<file path="config.mk">
export PLATFORM = sky130hd
export DESIGN_NAME = hibpc_top
export DESIGN_NICKNAME = d
export VERILOG_FILES = /design/src/design/hibpc_pkg.sv /design/src/design/hibpc_top.sv
export VERILOG_INCLUDE_DIRS = /design/src /design/src/design
export SDC_FILE = /design/constraint.sdc
export NUM_CORES = 1
export LEC_CHECK = 0
export ABC_AREA = 0
export ABC_CLOCK_PERIOD_IN_PS = 3600
export BUFFER_PORTS_ARGS = -buffer_cell sky130_fd_sc_hd__buf_2
export CORE_ASPECT_RATIO = 1.4
export CORE_MARGIN = 8
export CORE_UTILIZATION = 57
export DETAILED_ROUTE_END_ITERATION = 8
export PLACE_DENSITY_LB_ADDON = 0.12
export SLEW_MARGIN = 0
export SYNTH_ARGS = -nofsm -noshare
export SYNTH_HDL_FRONTEND = slang
export SYNTH_SLANG_ARGS = --single-unit
</file>
<file path="constraint.sdc">
create_clock -name clk_sys -period 3.6 [get_ports clk_sys]
set_input_delay 0.72 -clock clk_sys [delete_from_list [all_inputs] [get_ports clk_sys]]
set_output_delay 0.72 -clock clk_sys [all_outputs]
set_load 0.01 [all_outputs]
</file>
<file path="src/design/hibpc_params.svh">
`ifndef HIBPC_PARAMS_SVH
`define HIBPC_PARAMS_SVH

// register byte offsets
`define HIBPC_OFS_COUNT 8'h00
`define HIBPC_OFS_MATCH 8'h04
`define HIBPC_OFS_LOAD 8'h0C
`define HIBPC_OFS_CTRL 8'h10
`define HIBPC_OFS_MASK 8'h14
`define HIBPC_OFS_RAW 8'h18
`define HIBPC_OFS_MIS 8'h1C
`define HIBPC_OFS_CLR 8'h20

// control register fields
`define HIBPC_CTL_CNT_EN 0
`define HIBPC_CTL_HIB_REQ 1
`define HIBPC_CTL_CLK_SEL 2
`define HIBPC_CTL_PIN_WEN 3
`define HIBPC_CTL_TIME_WEN 4
`define HIBPC_CTL_BAT_EN 5
`define HIBPC_CTL_CLK_EN 6
`define HIBPC_CTL_ABORT 7
`define HIBPC_CTL_WIDTH 8

// event bits
`define HIBPC_EV_MATCH 0
`define HIBPC_EV_BATLOW 2
`define HIBPC_EV_PIN 3
`define HIBPC_EV_WIDTH 4

// reset values
`define HIBPC_CTL_RESET 8'h00
`define HIBPC_EV_RESET 4'h0

// timing
`define HIBPC_XTAL_DIV 128
`define HIBPC_SYS_PERIOD_NS 50
`define HIBPC_REF_PERIOD_NS 30518
`define HIBPC_REF_TICK_CYC ((`HIBPC_REF_PERIOD_NS) / (`HIBPC_SYS_PERIOD_NS))
// write spacing: three reference ticks
`define HIBPC_WR_SPACING_NS (3 * `HIBPC_REF_PERIOD_NS)

`endif

</file>
<file path="src/design/hibpc_pkg.sv">
package hibpc_pkg;
  typedef enum logic [1:0] {
    HIBPC_AWAKE,
    HIBPC_SLEEP
  } hibpc_pwr_t;
endpackage

</file>
<file path="src/design/hibpc_top.sv">
// The placing of the registers and register access over AXI4-Lite were chosen for this implementation.
`timescale 1ns/100ps
`include "hibpc_params.svh"
module hibpc_top
  import hibpc_pkg::*;
#(
  parameter int CNT_W = 32
) (
  // clock and reset
  input wire logic clk_sys,
  input wire logic reset,
  // axi4-lite write address
  input wire logic [31:0] s_axi_awaddr,
  input wire logic s_axi_awvalid,
  output logic s_axi_awready,
  // axi4-lite write data
  input wire logic [31:0] s_axi_wdata,
  input wire logic [3:0] s_axi_wstrb,
  input wire logic s_axi_wvalid,
  output logic s_axi_wready,
  // axi4-lite write response
  output logic [1:0] s_axi_bresp,
  output logic s_axi_bvalid,
  input wire logic s_axi_bready,
  // axi4-lite read address
  input wire logic [31:0] s_axi_araddr,
  input wire logic s_axi_arvalid,
  output logic s_axi_arready,
  // axi4-lite read data
  output logic [31:0] s_axi_rdata,
  output logic [1:0] s_axi_rresp,
  output logic s_axi_rvalid,
  input wire logic s_axi_rready,
  // reference clock pins; pin a is sampled for its rising edges, pin b is not sampled
  input wire logic clock_in_pin_a,
  input wire logic clock_in_pin_b,
  // wake pin, active low, and battery comparator (high below threshold)
  input wire logic rouse_n,
  input wire logic battery_below_threshold,
  // outputs
  output logic regulator_off_out,
  output logic clock_source_running,
  output logic irq
);

  localparam int TICK_CYC = `HIBPC_REF_TICK_CYC;
  localparam int SPACING_CYC = `HIBPC_WR_SPACING_NS / `HIBPC_SYS_PERIOD_NS;
  localparam int PRE_W = 7;
  localparam int SP_W = 12;

  typedef struct packed {
    logic aw_held;
    logic [7:0] aw_addr;
    logic w_held;
    logic [31:0] w_data;
    logic [3:0] w_strb;
    logic bvalid;
    logic [1:0] bresp;
    logic rvalid;
    logic [31:0] rdata;
    logic [1:0] rresp;
    logic [`HIBPC_CTL_WIDTH-1:0] hibernate_control_reg;
    logic [CNT_W-1:0] match_reg;
    logic [CNT_W-1:0] count_reg;
    logic [`HIBPC_EV_WIDTH-1:0] event_mask_reg;
    logic [`HIBPC_EV_WIDTH-1:0] raw_event_status_reg;
    logic [SP_W-1:0] spacing_cnt;
    logic [PRE_W-1:0] xtal_div;
    logic [1:0] pin_a_sync;
    logic pin_a_prev;
    logic [15:0] presc;
    hibpc_pwr_t pwr;
    logic reg_off;
    logic clk_run;
    logic irq;
  } hibpc_state_t;

  hibpc_state_t st_reg;
  hibpc_state_t st_next;

  // merge a byte-strobed write into an existing word
  function automatic logic [31:0] hibpc_merge(input logic [31:0] old_v,
                                              input logic [31:0] new_v,
                                              input logic [3:0] strb);
    logic [31:0] res;
    res = old_v;
    for (int i = 0; i < 4; i++) begin
      if (strb[i]) begin
        res[i*8 +: 8] = new_v[i*8 +: 8];
      end
    end
    return res;
  endfunction

  // true for any mapped offset
  function automatic logic hibpc_mapped(input logic [7:0] a);
    return (a == `HIBPC_OFS_COUNT) || (a == `HIBPC_OFS_MATCH) ||
           (a == `HIBPC_OFS_LOAD) || (a == `HIBPC_OFS_CTRL) ||
           (a == `HIBPC_OFS_MASK) || (a == `HIBPC_OFS_RAW) ||
           (a == `HIBPC_OFS_MIS) || (a == `HIBPC_OFS_CLR);
  endfunction

  logic ref_tick;
  logic pin_rise;
  logic [31:0] wword;
  logic [`HIBPC_EV_WIDTH-1:0] ev_set;
  logic [`HIBPC_EV_WIDTH-1:0] ev_clr;
  logic [`HIBPC_CTL_WIDTH-1:0] ctl;

  always_comb begin
    st_next = st_reg;
    ctl = st_reg.hibernate_control_reg;
    ref_tick = 1'b0;
    ev_set = '0;
    ev_clr = '0;
    wword = '0;
    pin_rise = 1'b0;

    // reference clock: pin a is sampled through a two-stage synchroniser
    st_next.pin_a_sync = {st_reg.pin_a_sync[0], clock_in_pin_a};
    st_next.pin_a_prev = st_reg.pin_a_sync[1];
    pin_rise = st_reg.pin_a_sync[1] & ~st_reg.pin_a_prev;
    // pin b only drives the crystal amplifier; nothing to sample here
    st_next.clk_run = ctl[`HIBPC_CTL_CLK_EN];
    if (!ctl[`HIBPC_CTL_CLK_EN]) begin
      st_next.xtal_div = '0;
    end else if (ctl[`HIBPC_CTL_CLK_SEL]) begin
      ref_tick = pin_rise;
    end else if (pin_rise) begin
      st_next.xtal_div = st_reg.xtal_div + 7'h01;
      ref_tick = (st_reg.xtal_div == PRE_W'(`HIBPC_XTAL_DIV - 1));
    end

    // once-per-second counter from the reference
    if (ref_tick && ctl[`HIBPC_CTL_CNT_EN]) begin
      if (st_reg.presc == 16'h7FFF) begin
        st_next.presc = '0;
        st_next.count_reg = st_reg.count_reg + CNT_W'(1);
        if (st_reg.count_reg + CNT_W'(1) == st_reg.match_reg) begin
          ev_set[`HIBPC_EV_MATCH] = 1'b1;
        end
      end else begin
        st_next.presc = st_reg.presc + 16'h0001;
      end
    end

    // low-battery sensing is frozen while asleep
    if (ctl[`HIBPC_CTL_BAT_EN] && st_reg.pwr == HIBPC_AWAKE &&
        battery_below_threshold) begin
      ev_set[`HIBPC_EV_BATLOW] = 1'b1;
    end
    if (!rouse_n) begin
      ev_set[`HIBPC_EV_PIN] = 1'b1;
    end

    // write spacing window counts down; writes are applied at once
    if (st_reg.spacing_cnt != '0) begin
      st_next.spacing_cnt = st_reg.spacing_cnt - SP_W'(1);
    end

    // axi write: collect address and data in either order
    if (s_axi_awvalid && !st_reg.aw_held && !st_reg.bvalid) begin
      st_next.aw_held = 1'b1;
      st_next.aw_addr = s_axi_awaddr[7:0];
    end
    if (s_axi_wvalid && !st_reg.w_held && !st_reg.bvalid) begin
      st_next.w_held = 1'b1;
      st_next.w_data = s_axi_wdata;
      st_next.w_strb = s_axi_wstrb;
    end
    if (st_reg.aw_held && st_reg.w_held && !st_reg.bvalid) begin
      st_next.aw_held = 1'b0;
      st_next.w_held = 1'b0;
      st_next.bvalid = 1'b1;
      st_next.bresp = hibpc_mapped(st_reg.aw_addr) ? 2'h0 : 2'h2;
      st_next.spacing_cnt = SP_W'(SPACING_CYC);
      case (st_reg.aw_addr)
        `HIBPC_OFS_MATCH: begin
          st_next.match_reg = hibpc_merge(st_reg.match_reg, st_reg.w_data, st_reg.w_strb);
        end
        `HIBPC_OFS_LOAD: begin
          st_next.count_reg = hibpc_merge(st_reg.count_reg, st_reg.w_data, st_reg.w_strb);
          st_next.presc = '0;
        end
        `HIBPC_OFS_CTRL: begin
          wword = hibpc_merge({24'h000000, ctl}, st_reg.w_data, st_reg.w_strb);
          st_next.hibernate_control_reg = wword[`HIBPC_CTL_WIDTH-1:0];
        end
        `HIBPC_OFS_MASK: begin
          wword = hibpc_merge({28'h0000000, st_reg.event_mask_reg}, st_reg.w_data,
                              st_reg.w_strb);
          st_next.event_mask_reg = wword[`HIBPC_EV_WIDTH-1:0];
        end
        `HIBPC_OFS_CLR: begin
          if (st_reg.w_strb[0]) begin
            ev_clr = st_reg.w_data[`HIBPC_EV_WIDTH-1:0];
          end
        end
        default: begin
        end
      endcase
    end
    if (st_reg.bvalid && s_axi_bready) begin
      st_next.bvalid = 1'b0;
    end

    // set beats clear in the same cycle
    st_next.raw_event_status_reg = (st_reg.raw_event_status_reg & ~ev_clr) | ev_set;

    // power sequencing
    case (st_reg.pwr)
      HIBPC_AWAKE: begin
        st_next.reg_off = 1'b0;
        if (st_next.hibernate_control_reg[`HIBPC_CTL_HIB_REQ]) begin
          st_next.hibernate_control_reg[`HIBPC_CTL_HIB_REQ] = 1'b0;
          // the abort bit may arrive in the same write as the request
          if (!(st_next.hibernate_control_reg[`HIBPC_CTL_ABORT] &&
                st_reg.raw_event_status_reg[`HIBPC_EV_BATLOW])) begin
            st_next.pwr = HIBPC_SLEEP;
            st_next.reg_off = 1'b1;
          end
        end
      end
      HIBPC_SLEEP: begin
        if ((ctl[`HIBPC_CTL_PIN_WEN] && !rouse_n) ||
            (ctl[`HIBPC_CTL_TIME_WEN] && ev_set[`HIBPC_EV_MATCH])) begin
          st_next.pwr = HIBPC_AWAKE;
          st_next.reg_off = 1'b0;
        end
      end
      default: begin
        st_next.pwr = HIBPC_AWAKE;
        st_next.reg_off = 1'b0;
      end
    endcase

    // axi read: reads never wait on the spacing window
    if (s_axi_arvalid && !st_reg.rvalid) begin
      st_next.rvalid = 1'b1;
      st_next.rresp = hibpc_mapped(s_axi_araddr[7:0]) ? 2'h0 : 2'h2;
      case (s_axi_araddr[7:0])
        `HIBPC_OFS_COUNT: st_next.rdata = 32'(st_reg.count_reg);
        `HIBPC_OFS_MATCH: st_next.rdata = 32'(st_reg.match_reg);
        `HIBPC_OFS_CTRL: st_next.rdata = {24'h000000, ctl};
        `HIBPC_OFS_MASK: st_next.rdata = {28'h0000000, st_reg.event_mask_reg};
        `HIBPC_OFS_RAW: st_next.rdata = {28'h0000000, st_reg.raw_event_status_reg};
        `HIBPC_OFS_MIS: begin
          st_next.rdata = {28'h0000000,
                           st_reg.raw_event_status_reg & st_reg.event_mask_reg};
        end
        default: st_next.rdata = 32'h00000000;
      endcase
    end else if (st_reg.rvalid && s_axi_rready) begin
      st_next.rvalid = 1'b0;
    end

    st_next.irq = |(st_next.raw_event_status_reg & st_next.event_mask_reg);
  end

  always_ff @(posedge clk_sys) begin
    if (reset) begin
      st_reg <= '0;
      st_reg.hibernate_control_reg <= `HIBPC_CTL_RESET;
      st_reg.raw_event_status_reg <= `HIBPC_EV_RESET;
      st_reg.pwr <= HIBPC_AWAKE;
    end else begin
      st_reg <= st_next;
    end
  end

  assign s_axi_awready = st_reg.aw_held ? 1'b0 : ~st_reg.bvalid;
  assign s_axi_wready = st_reg.w_held ? 1'b0 : ~st_reg.bvalid;
  assign s_axi_bvalid = st_reg.bvalid;
  assign s_axi_bresp = st_reg.bresp;
  assign s_axi_arready = ~st_reg.rvalid;
  assign s_axi_rvalid = st_reg.rvalid;
  assign s_axi_rdata = st_reg.rdata;
  assign s_axi_rresp = st_reg.rresp;
  assign regulator_off_out = st_reg.reg_off;
  assign clock_source_running = st_reg.clk_run;
  assign irq = st_reg.irq;

endmodule

</file>
==> impl_metrics.tcl, run 1 <==
set metrics [dict create \
    synth-warning-count 0 \
    io_buffer_count 103 \
    clk_latency_ns 0.44 \
    muxShareOfSynthArea 0.0327 \
    clk_pin_slew_ns 0.07 \
    synth_area_um2 9800 \
    grt_pass1_vias 8736 \
    yosys.area.top_type "dfxtp_1" \
    rows 56 \
    largest_register_ff_count 143 \
    seq_power_share 0.495 \
    postSynth.asyncResetShare 0 \
    outcome "complete, no violations" \
    pre_cts_ws_ns 0.286 \
    critical_path_class "flop to flop" \
    synthCells 1269 \
    setup-violations-final 0 \
    grt_pass1_wl_mm 44.5 \
    end_kind "flop" \
    numCtsBuffers 17 \
    intPower_w 0.00341 \
    die_y_um 171 \
    peakVddDrop_v 0.000285 \
    p_leak_nw 4.17 \
    clock-sinks 192 \
    yosys.area_share.xor_xnor 0.0447 \
    synthToLayoutAreaGrowth_pct 11.7 \
    syn_avg_cell_area_um2 7.73 \
    cpPeakStageDelay_ns 0.57 \
    ctsHoldBuffers 0 \
    yosys_most_used_dff "dfxtp_1" \
    cts_buffer_depth 2 \
    post_cts_buffers 0 \
    gp_congestion 0.972 \
    finalNetCount 1431 \
    power_density_nw_per_um2 408 \
    drt-initial-drc-count 714 \
    yosysSeqAreaShare 0.392 \
    synth_top_area_share 0.392 \
    num_vias 9221 \
    final-instance-count-excl-fill 1533 \
    clock_skew_ns 0.0106 \
    drv_slew 0 \
    ios 155 \
    detail_route.wl_per_cell_um 18.2 \
    dp_hpwl_mm 20.4 \
    max_cap_viol_count 0 \
    drtPass1Iterations 5 \
    cpMaxStageDelayCell "or4_1" \
    synth.most_common_cell "nand2_1" \
    via_per_inst 6.02 \
    rsz0062_at_grt "false" \
    htreeDepth 4 \
    cp_cell_sequence "ha_1, buf_4, nand3_1, nor3_1, xnor2_1, nand4_1, or4_1, or4_1, or3_1, a21oi_2" \
    synth_top_family_by_area "simple AND/OR/NAND/NOR gates" \
    swShare 0.238 \
    finalHoldViolations 0 \
    ys_top_cells_by_area "dfxtp_1 39%, nand2_1 7.5%, a21oi_1 7.4%" \
    period_share 0.937 \
    die_w_um 127 \
    cts_root_buffer "clkbuf_16" \
    setup_tns_ns 0 \
    p_comb_frac 0.052 \
    cts_resized 0 \
    p_sw_w 0.00107 \
    track_usage 0.255 \
    detail-route-antenna-nets 0 \
    critical_path.startpoint "st_reg[52]" \
    drive_gt1_frac 0.144 \
    synth_seq_cells 192 \
    tritoncts "built" \
    required_ns 3.98 \
    synthAdderAreaFrac 0.00383 \
    dieArea_um2 21700 \
    synthSimpleGateAreaFrac 0.274 \
    synth_compound_gate_area_share 0.182 \
    finalWorstSetupSlack_ns 0.226 \
    antenna_found_initial 0 \
    relSlewSlack 0.286 \
    r2r_start "st_reg[52]" \
    fp.coreArea_um2 16800 \
    worst_pin_slew_ns 1.07 \
    clockPowerShare 0.453 \
    dp_cells 1501 \
    worstHoldPathType "flop to flop" \
    synth_edf_count 0 \
    route.detailed.drc 0 \
    power_w 0.00447 \
    yosys-top-cells-count "196 x nand2_1, 192 x dfxtp_1, 147 x nor2_1, 144 x a21oi_1, 59 x clkbuf_1" \
    fmax_ghz 0.296 \
    grt-ovfl-total 0 \
    holdCritStartpoint "st_reg[204]" \
    period_minus_slack_ns 3.37 \
    arrival_ns 3.75 \
    cp_max_fo 6 \
    wl_mm 27.8 \
    grt_max_degree 65 \
    n_antenna_cell 0 \
    startpoint_type "flop" \
    cp_common_cell "or4_1" \
    initial_utilization 0.583 \
    ys_types 65 \
]
==> path summary, 6_finish.rpt <==
check | cells after the start | slack [ns] | to
max reg2reg | 10 | 0.23 | st_reg[43]
min | 2 | 0.45 | st_reg[204]
min reg2reg | 2 | 0.45 | st_reg[204]
max | 10 | 0.23 | st_reg[43]
==> cells by family (layout without fill, tap and decap cells) <==
kind of cell    after synthesis  in the layout
compound gates              292            292
xor+xnor                     50             50
fa+ha+maj                     3              3
buf+inv                     142            202
flops                       192            192
mux                          32             32
other cells                   1              2
simple gates                557            557
==> cell type report <==
class	instances	area, um^2
Multi-Input combinational cell	936	5280
Fill cell	1530	5870
Timing Repair Buffer	142	836
Clock inverter	12	173
Inverter	28	105
Tap cell	203	254
Sequential cell	192	3840
Clock buffer	20	457
==> layout by cell type, fill, tap and decap left out, types with 12 or more instances in the layout <==
master / synthesis / layout
or3_1: 15 / 15
and2_1: 12 / 12
nand2_1: 196 / 196
nand4_1: 26 / 26
xor2_1: 23 / 23
o21bai_1: 23 / 23
dfxtp_1: 192 / 192
a21oi_1: 144 / 144
clkbuf_16: 0 / 17
and4_1: 12 / 12
a31oi_1: 13 / 13
buf_4: 38 / 38
xnor2_1: 27 / 27
nand2b_1: 12 / 12
nor2_1: 147 / 146
nand3_1: 24 / 24
o21ai_0: 29 / 29
inv_1: 28 / 28
mux2i_1: 32 / 32
buf_2: 13 / 102
nor3_1: 41 / 41
and3_1: 15 / 15
a22oi_1: 27 / 27
==> per-layer routing <==
layer	part of all wire	vias up	wire length [um]	track usage
met5	0	-	0	0
met4	0.031	0	876	0.123
li1	-	4500	-	-
met2	0.51	259	14200	0.457
met1	0.41	4396	11400	0.289
met3	0.048	66	1320	0.0434
==> power by group through the flow <==
stage / Clock [W] / Combinational [W] / Sequential (W)
after global routing: 0.00215 / 0.000261 / 0.00222
after floorplan: 0 / 0.000158 / 0.00224
final: 0.00203 / 0.000233 / 0.00221
after CTS: 0.00204 / 0.000236 / 0.00221
after global placement: 0 / 0.000231 / 0.00226
after detailed placement: 0 / 0.000235 / 0.00226
==> critical path: cells and delay by family (launching register included) <==
family          cells  cell delay [ns]
flops               1             0.44
fa+ha+maj           1             0.29
simple gates        6             2.10
xor+xnor            1             0.19
compound gates      1             0.12
buf+inv             1             0.17
==> stage by stage <==
stage / utilization / hold slack [ns] / instance area (um^2)
after floorplan: - / 0.414 / 9810
after global placement: 0.614 / 0.440 / 10300
after detailed placement: 0.614 / 0.434 / 10300
after CTS: 0.651 / 0.447 / 10900
after global routing: 0.651 / 0.439 / 10900
final: 0.651 / 0.454 / 10900
Note: power is estimated with default switching activity, not from simulation.
==> inputs of run 2 (changes only) <==
--- a/config.mk
+++ b/config.mk
@@ -7,13 +7,13 @@
 export NUM_CORES = 1
 export LEC_CHECK = 0
 export ABC_AREA = 0
-export ABC_CLOCK_PERIOD_IN_PS = 3600
+export ABC_CLOCK_PERIOD_IN_PS = 2900
 export BUFFER_PORTS_ARGS = -buffer_cell sky130_fd_sc_hd__buf_2
 export CORE_ASPECT_RATIO = 1.4
 export CORE_MARGIN = 8
-export CORE_UTILIZATION = 57
+export CORE_UTILIZATION = 52
 export DETAILED_ROUTE_END_ITERATION = 8
-export PLACE_DENSITY_LB_ADDON = 0.12
+export PLACE_DENSITY = 0.78
 export SLEW_MARGIN = 0
 export SYNTH_ARGS = -nofsm -noshare
 export SYNTH_HDL_FRONTEND = slang
==> constraint.sdc (replaced) <==
create_clock -name clk_sys -period 2.9 [get_ports clk_sys]
set_input_delay 0.58 -clock clk_sys [delete_from_list [all_inputs] [get_ports clk_sys]]
set_output_delay 0.58 -clock clk_sys [all_outputs]
set_load 0.01 [all_outputs]
==> run 2 against run 1 <==
  * Non-clock buffer count is 86 higher
  * Final cell count is 8.3% higher
  * Die area increased by 8.5%
  * Utilization decreased by 1.5 points
  * The flow now finishes with violations (setup timing)
  * Sequential power rose by 24%
  * Total power up 24%
  * Maximum frequency rose by 16%
  * Flip-flop and latch count unchanged
  * First-iteration DRC count rose by 18%
  * Sequential share of layout area down 2.4 points
  * Worst setup slack lost 0.24 ns
  * Clock-buffer cell count fell by 3
==> impl_metrics.tcl, run 2 (synthesis results as in run 1) <==
set metrics [dict create \
    ctsHoldBuffers 0 \
    n_antenna_cell 0 \
    power_w 0.00553 \
    grt_pass1_vias 9404 \
    cts_buffer_depth 2 \
    setup-violations-final 1 \
    intPower_w 0.00419 \
    utilization 0.636 \
    drt-initial-drc-count 843 \
    die_w_um 132 \
    worstHoldPathType "primary input to flop" \
    final_area_um2 11800 \
    detail_route.wl_per_cell_um 17.9 \
    drive_gt1_frac 0.213 \
    cp_cell_sequence "nand4_1, or2_2, or4_1, a32oi_2, nand4_1, or4_4, or3_4, a21oi_2" \
    cp_max_fo 4 \
    track_usage 0.246 \
    num_vias 9651 \
    clk_latency_ns 0.44 \
    cpPeakStageDelay_ns 0.53 \
    power_density_nw_per_um2 470 \
    seq_power_share 0.496 \
    synthToLayoutAreaGrowth_pct 20.2 \
    placed_area_um2 11000 \
    cts_root_buffer "clkbuf_16" \
    outcome "complete, but fails checks" \
    p_sw_w 0.00134 \
    required_ns 3.28 \
    finalWorstSetupSlack_ns -0.0157 \
    antenna_found_initial 0 \
    final_common_cell "nand2_1" \
    dp_hpwl_mm 22.1 \
    whs_ns 0.320 \
    rows 59 \
    grt_pass1_wl_mm 47.2 \
    critical_path.startpoint "st_reg[74]" \
    drv_slew 0 \
    route.detailed.drc 0 \
    end_kind "flop" \
    tritoncts "built" \
    gp_congestion 1.06 \
    fmax_ghz 0.343 \
    clock-sinks 192 \
    period_share 1.01 \
    htreeDepth 4 \
    clk_pin_slew_ns 0.07 \
    io_buffer_count 103 \
    worst_pin_slew_ns 0.690 \
    p_leak_nw 4.63 \
    relSlewSlack 0.539 \
    final_cell_mix "196 x nand2_1, 187 x dfxtp_1, 145 x nor2_1" \
    cpMaxStageDelayCell "or4_4" \
    initial_utilization 0.529 \
    cp_common_cell "nand4_1" \
    max_cap_viol_count 0 \
    grt_max_degree 54 \
    wl_mm 29.7 \
    die_y_um 178 \
    rsz0062_at_grt "true" \
    dieArea_um2 23600 \
    fp.coreArea_um2 18500 \
    clock_skew_ns 0.0101 \
    violations "setup timing" \
    drtPass1Iterations 6 \
    critical_path_class "flop to flop" \
    numCtsBuffers 17 \
    clockPowerShare 0.450 \
    r2r_start "st_reg[74]" \
    peakVddDrop_v 0.000384 \
    largest_register_ff_count 143 \
    swShare 0.242 \
    ios 155 \
    detail-route-antenna-nets 0 \
    holdCritStartpoint "s_axi_rready" \
    p_comb_frac 0.054 \
    finalHoldViolations 0 \
    startpoint_type "flop" \
    period_minus_slack_ns 2.92 \
    arrival_ns 3.29 \
    finalNetCount 1517 \
    grt-ovfl-total 0 \
    via_per_inst 5.81 \
]
## run 2: changes by cell type in the layout (fill, tap and decap cells not counted), moves of 4 or more
cell | previous run | this run
dfxtp_2 | 0 | 4
buf_4 | 38 | 123
dfxtp_1 | 192 | 187
nor3_1 | 41 | 37
## run 2: layer usage
| metal | routed length (um) | part of all wire | GRT usage | up-vias |
|---|---|---|---|---|
| li1 | - | - | - | 4682 |
| met4 | 1420 | 0.048 | 0.136 | 0 |
| met3 | 1540 | 0.052 | 0.0341 | 88 |
| met5 | 0 | 0 | 0 | - |
| met2 | 15300 | 0.52 | 0.457 | 337 |
| met1 | 11400 | 0.38 | 0.265 | 4544 |
## run 2: what timing repair did
| item | in CTS | in global routing |
|---|---|---|
| setup buffers | 1 | 0 |
| pin swaps | 3 | 2 |
| gates cloned | 0 | 0 |
| endpoints found under the setup margin | 4 | 5 |
| resized for setup | 19 | 12 |
## run 2: power by group through the flow
stage / Combinational [W] / Clock (W) / Sequential, W
final: 0.000299 / 0.00249 / 0.00275
after detailed placement: 0.000296 / 0 / 0.00281
after floorplan: 0.000196 / 0 / 0.00278
after global placement: 0.000290 / 0 / 0.00280
after CTS: 0.000298 / 0.00252 / 0.00274
after global routing: 0.000334 / 0.00262 / 0.00275
## run 2: final timing paths
check	end	slack, ns	cells past startpoint
min	s_axi_rvalid	0.32	2
max reg2reg	st_reg[43]	-0.02	8
max	st_reg[43]	-0.02	8
min reg2reg	st_next[21]	0.45	1
## run 2: area by class of cell
cell class | count | area, um^2
flip-flops and latches | 192 | 3850
inverters | 28 | 105
well taps | 244 | 305
repair buffers | 228 | 1490
multi-input cells | 936 | 5400
clock buffers | 17 | 425
clock inverters | 15 | 195
fillers | 1636 | 6750
## run 2: critical path: cells and delay by family (launching register included)
| family | cells | cell delay [ns] |
|---|---|---|
| AND/OR/NAND/NOR | 6 | 2.06 |
| flip-flops | 1 | 0.43 |
| AO/OA/AOI/OAI | 2 | 0.36 |
## run 2: through the flow
step / TNS [ns] / setup slack [ns] / std cells
global route: -0.103 / -0.0642 / 1660
finish: -0.0157 / -0.0157 / 1660
global placement: -0.801 / -0.257 / 1627
CTS: -0.00115 / -0.00115 / 1660
floorplan: 0 / 0.0257 / 1270
detailed placement: -0.968 / -0.337 / 1627
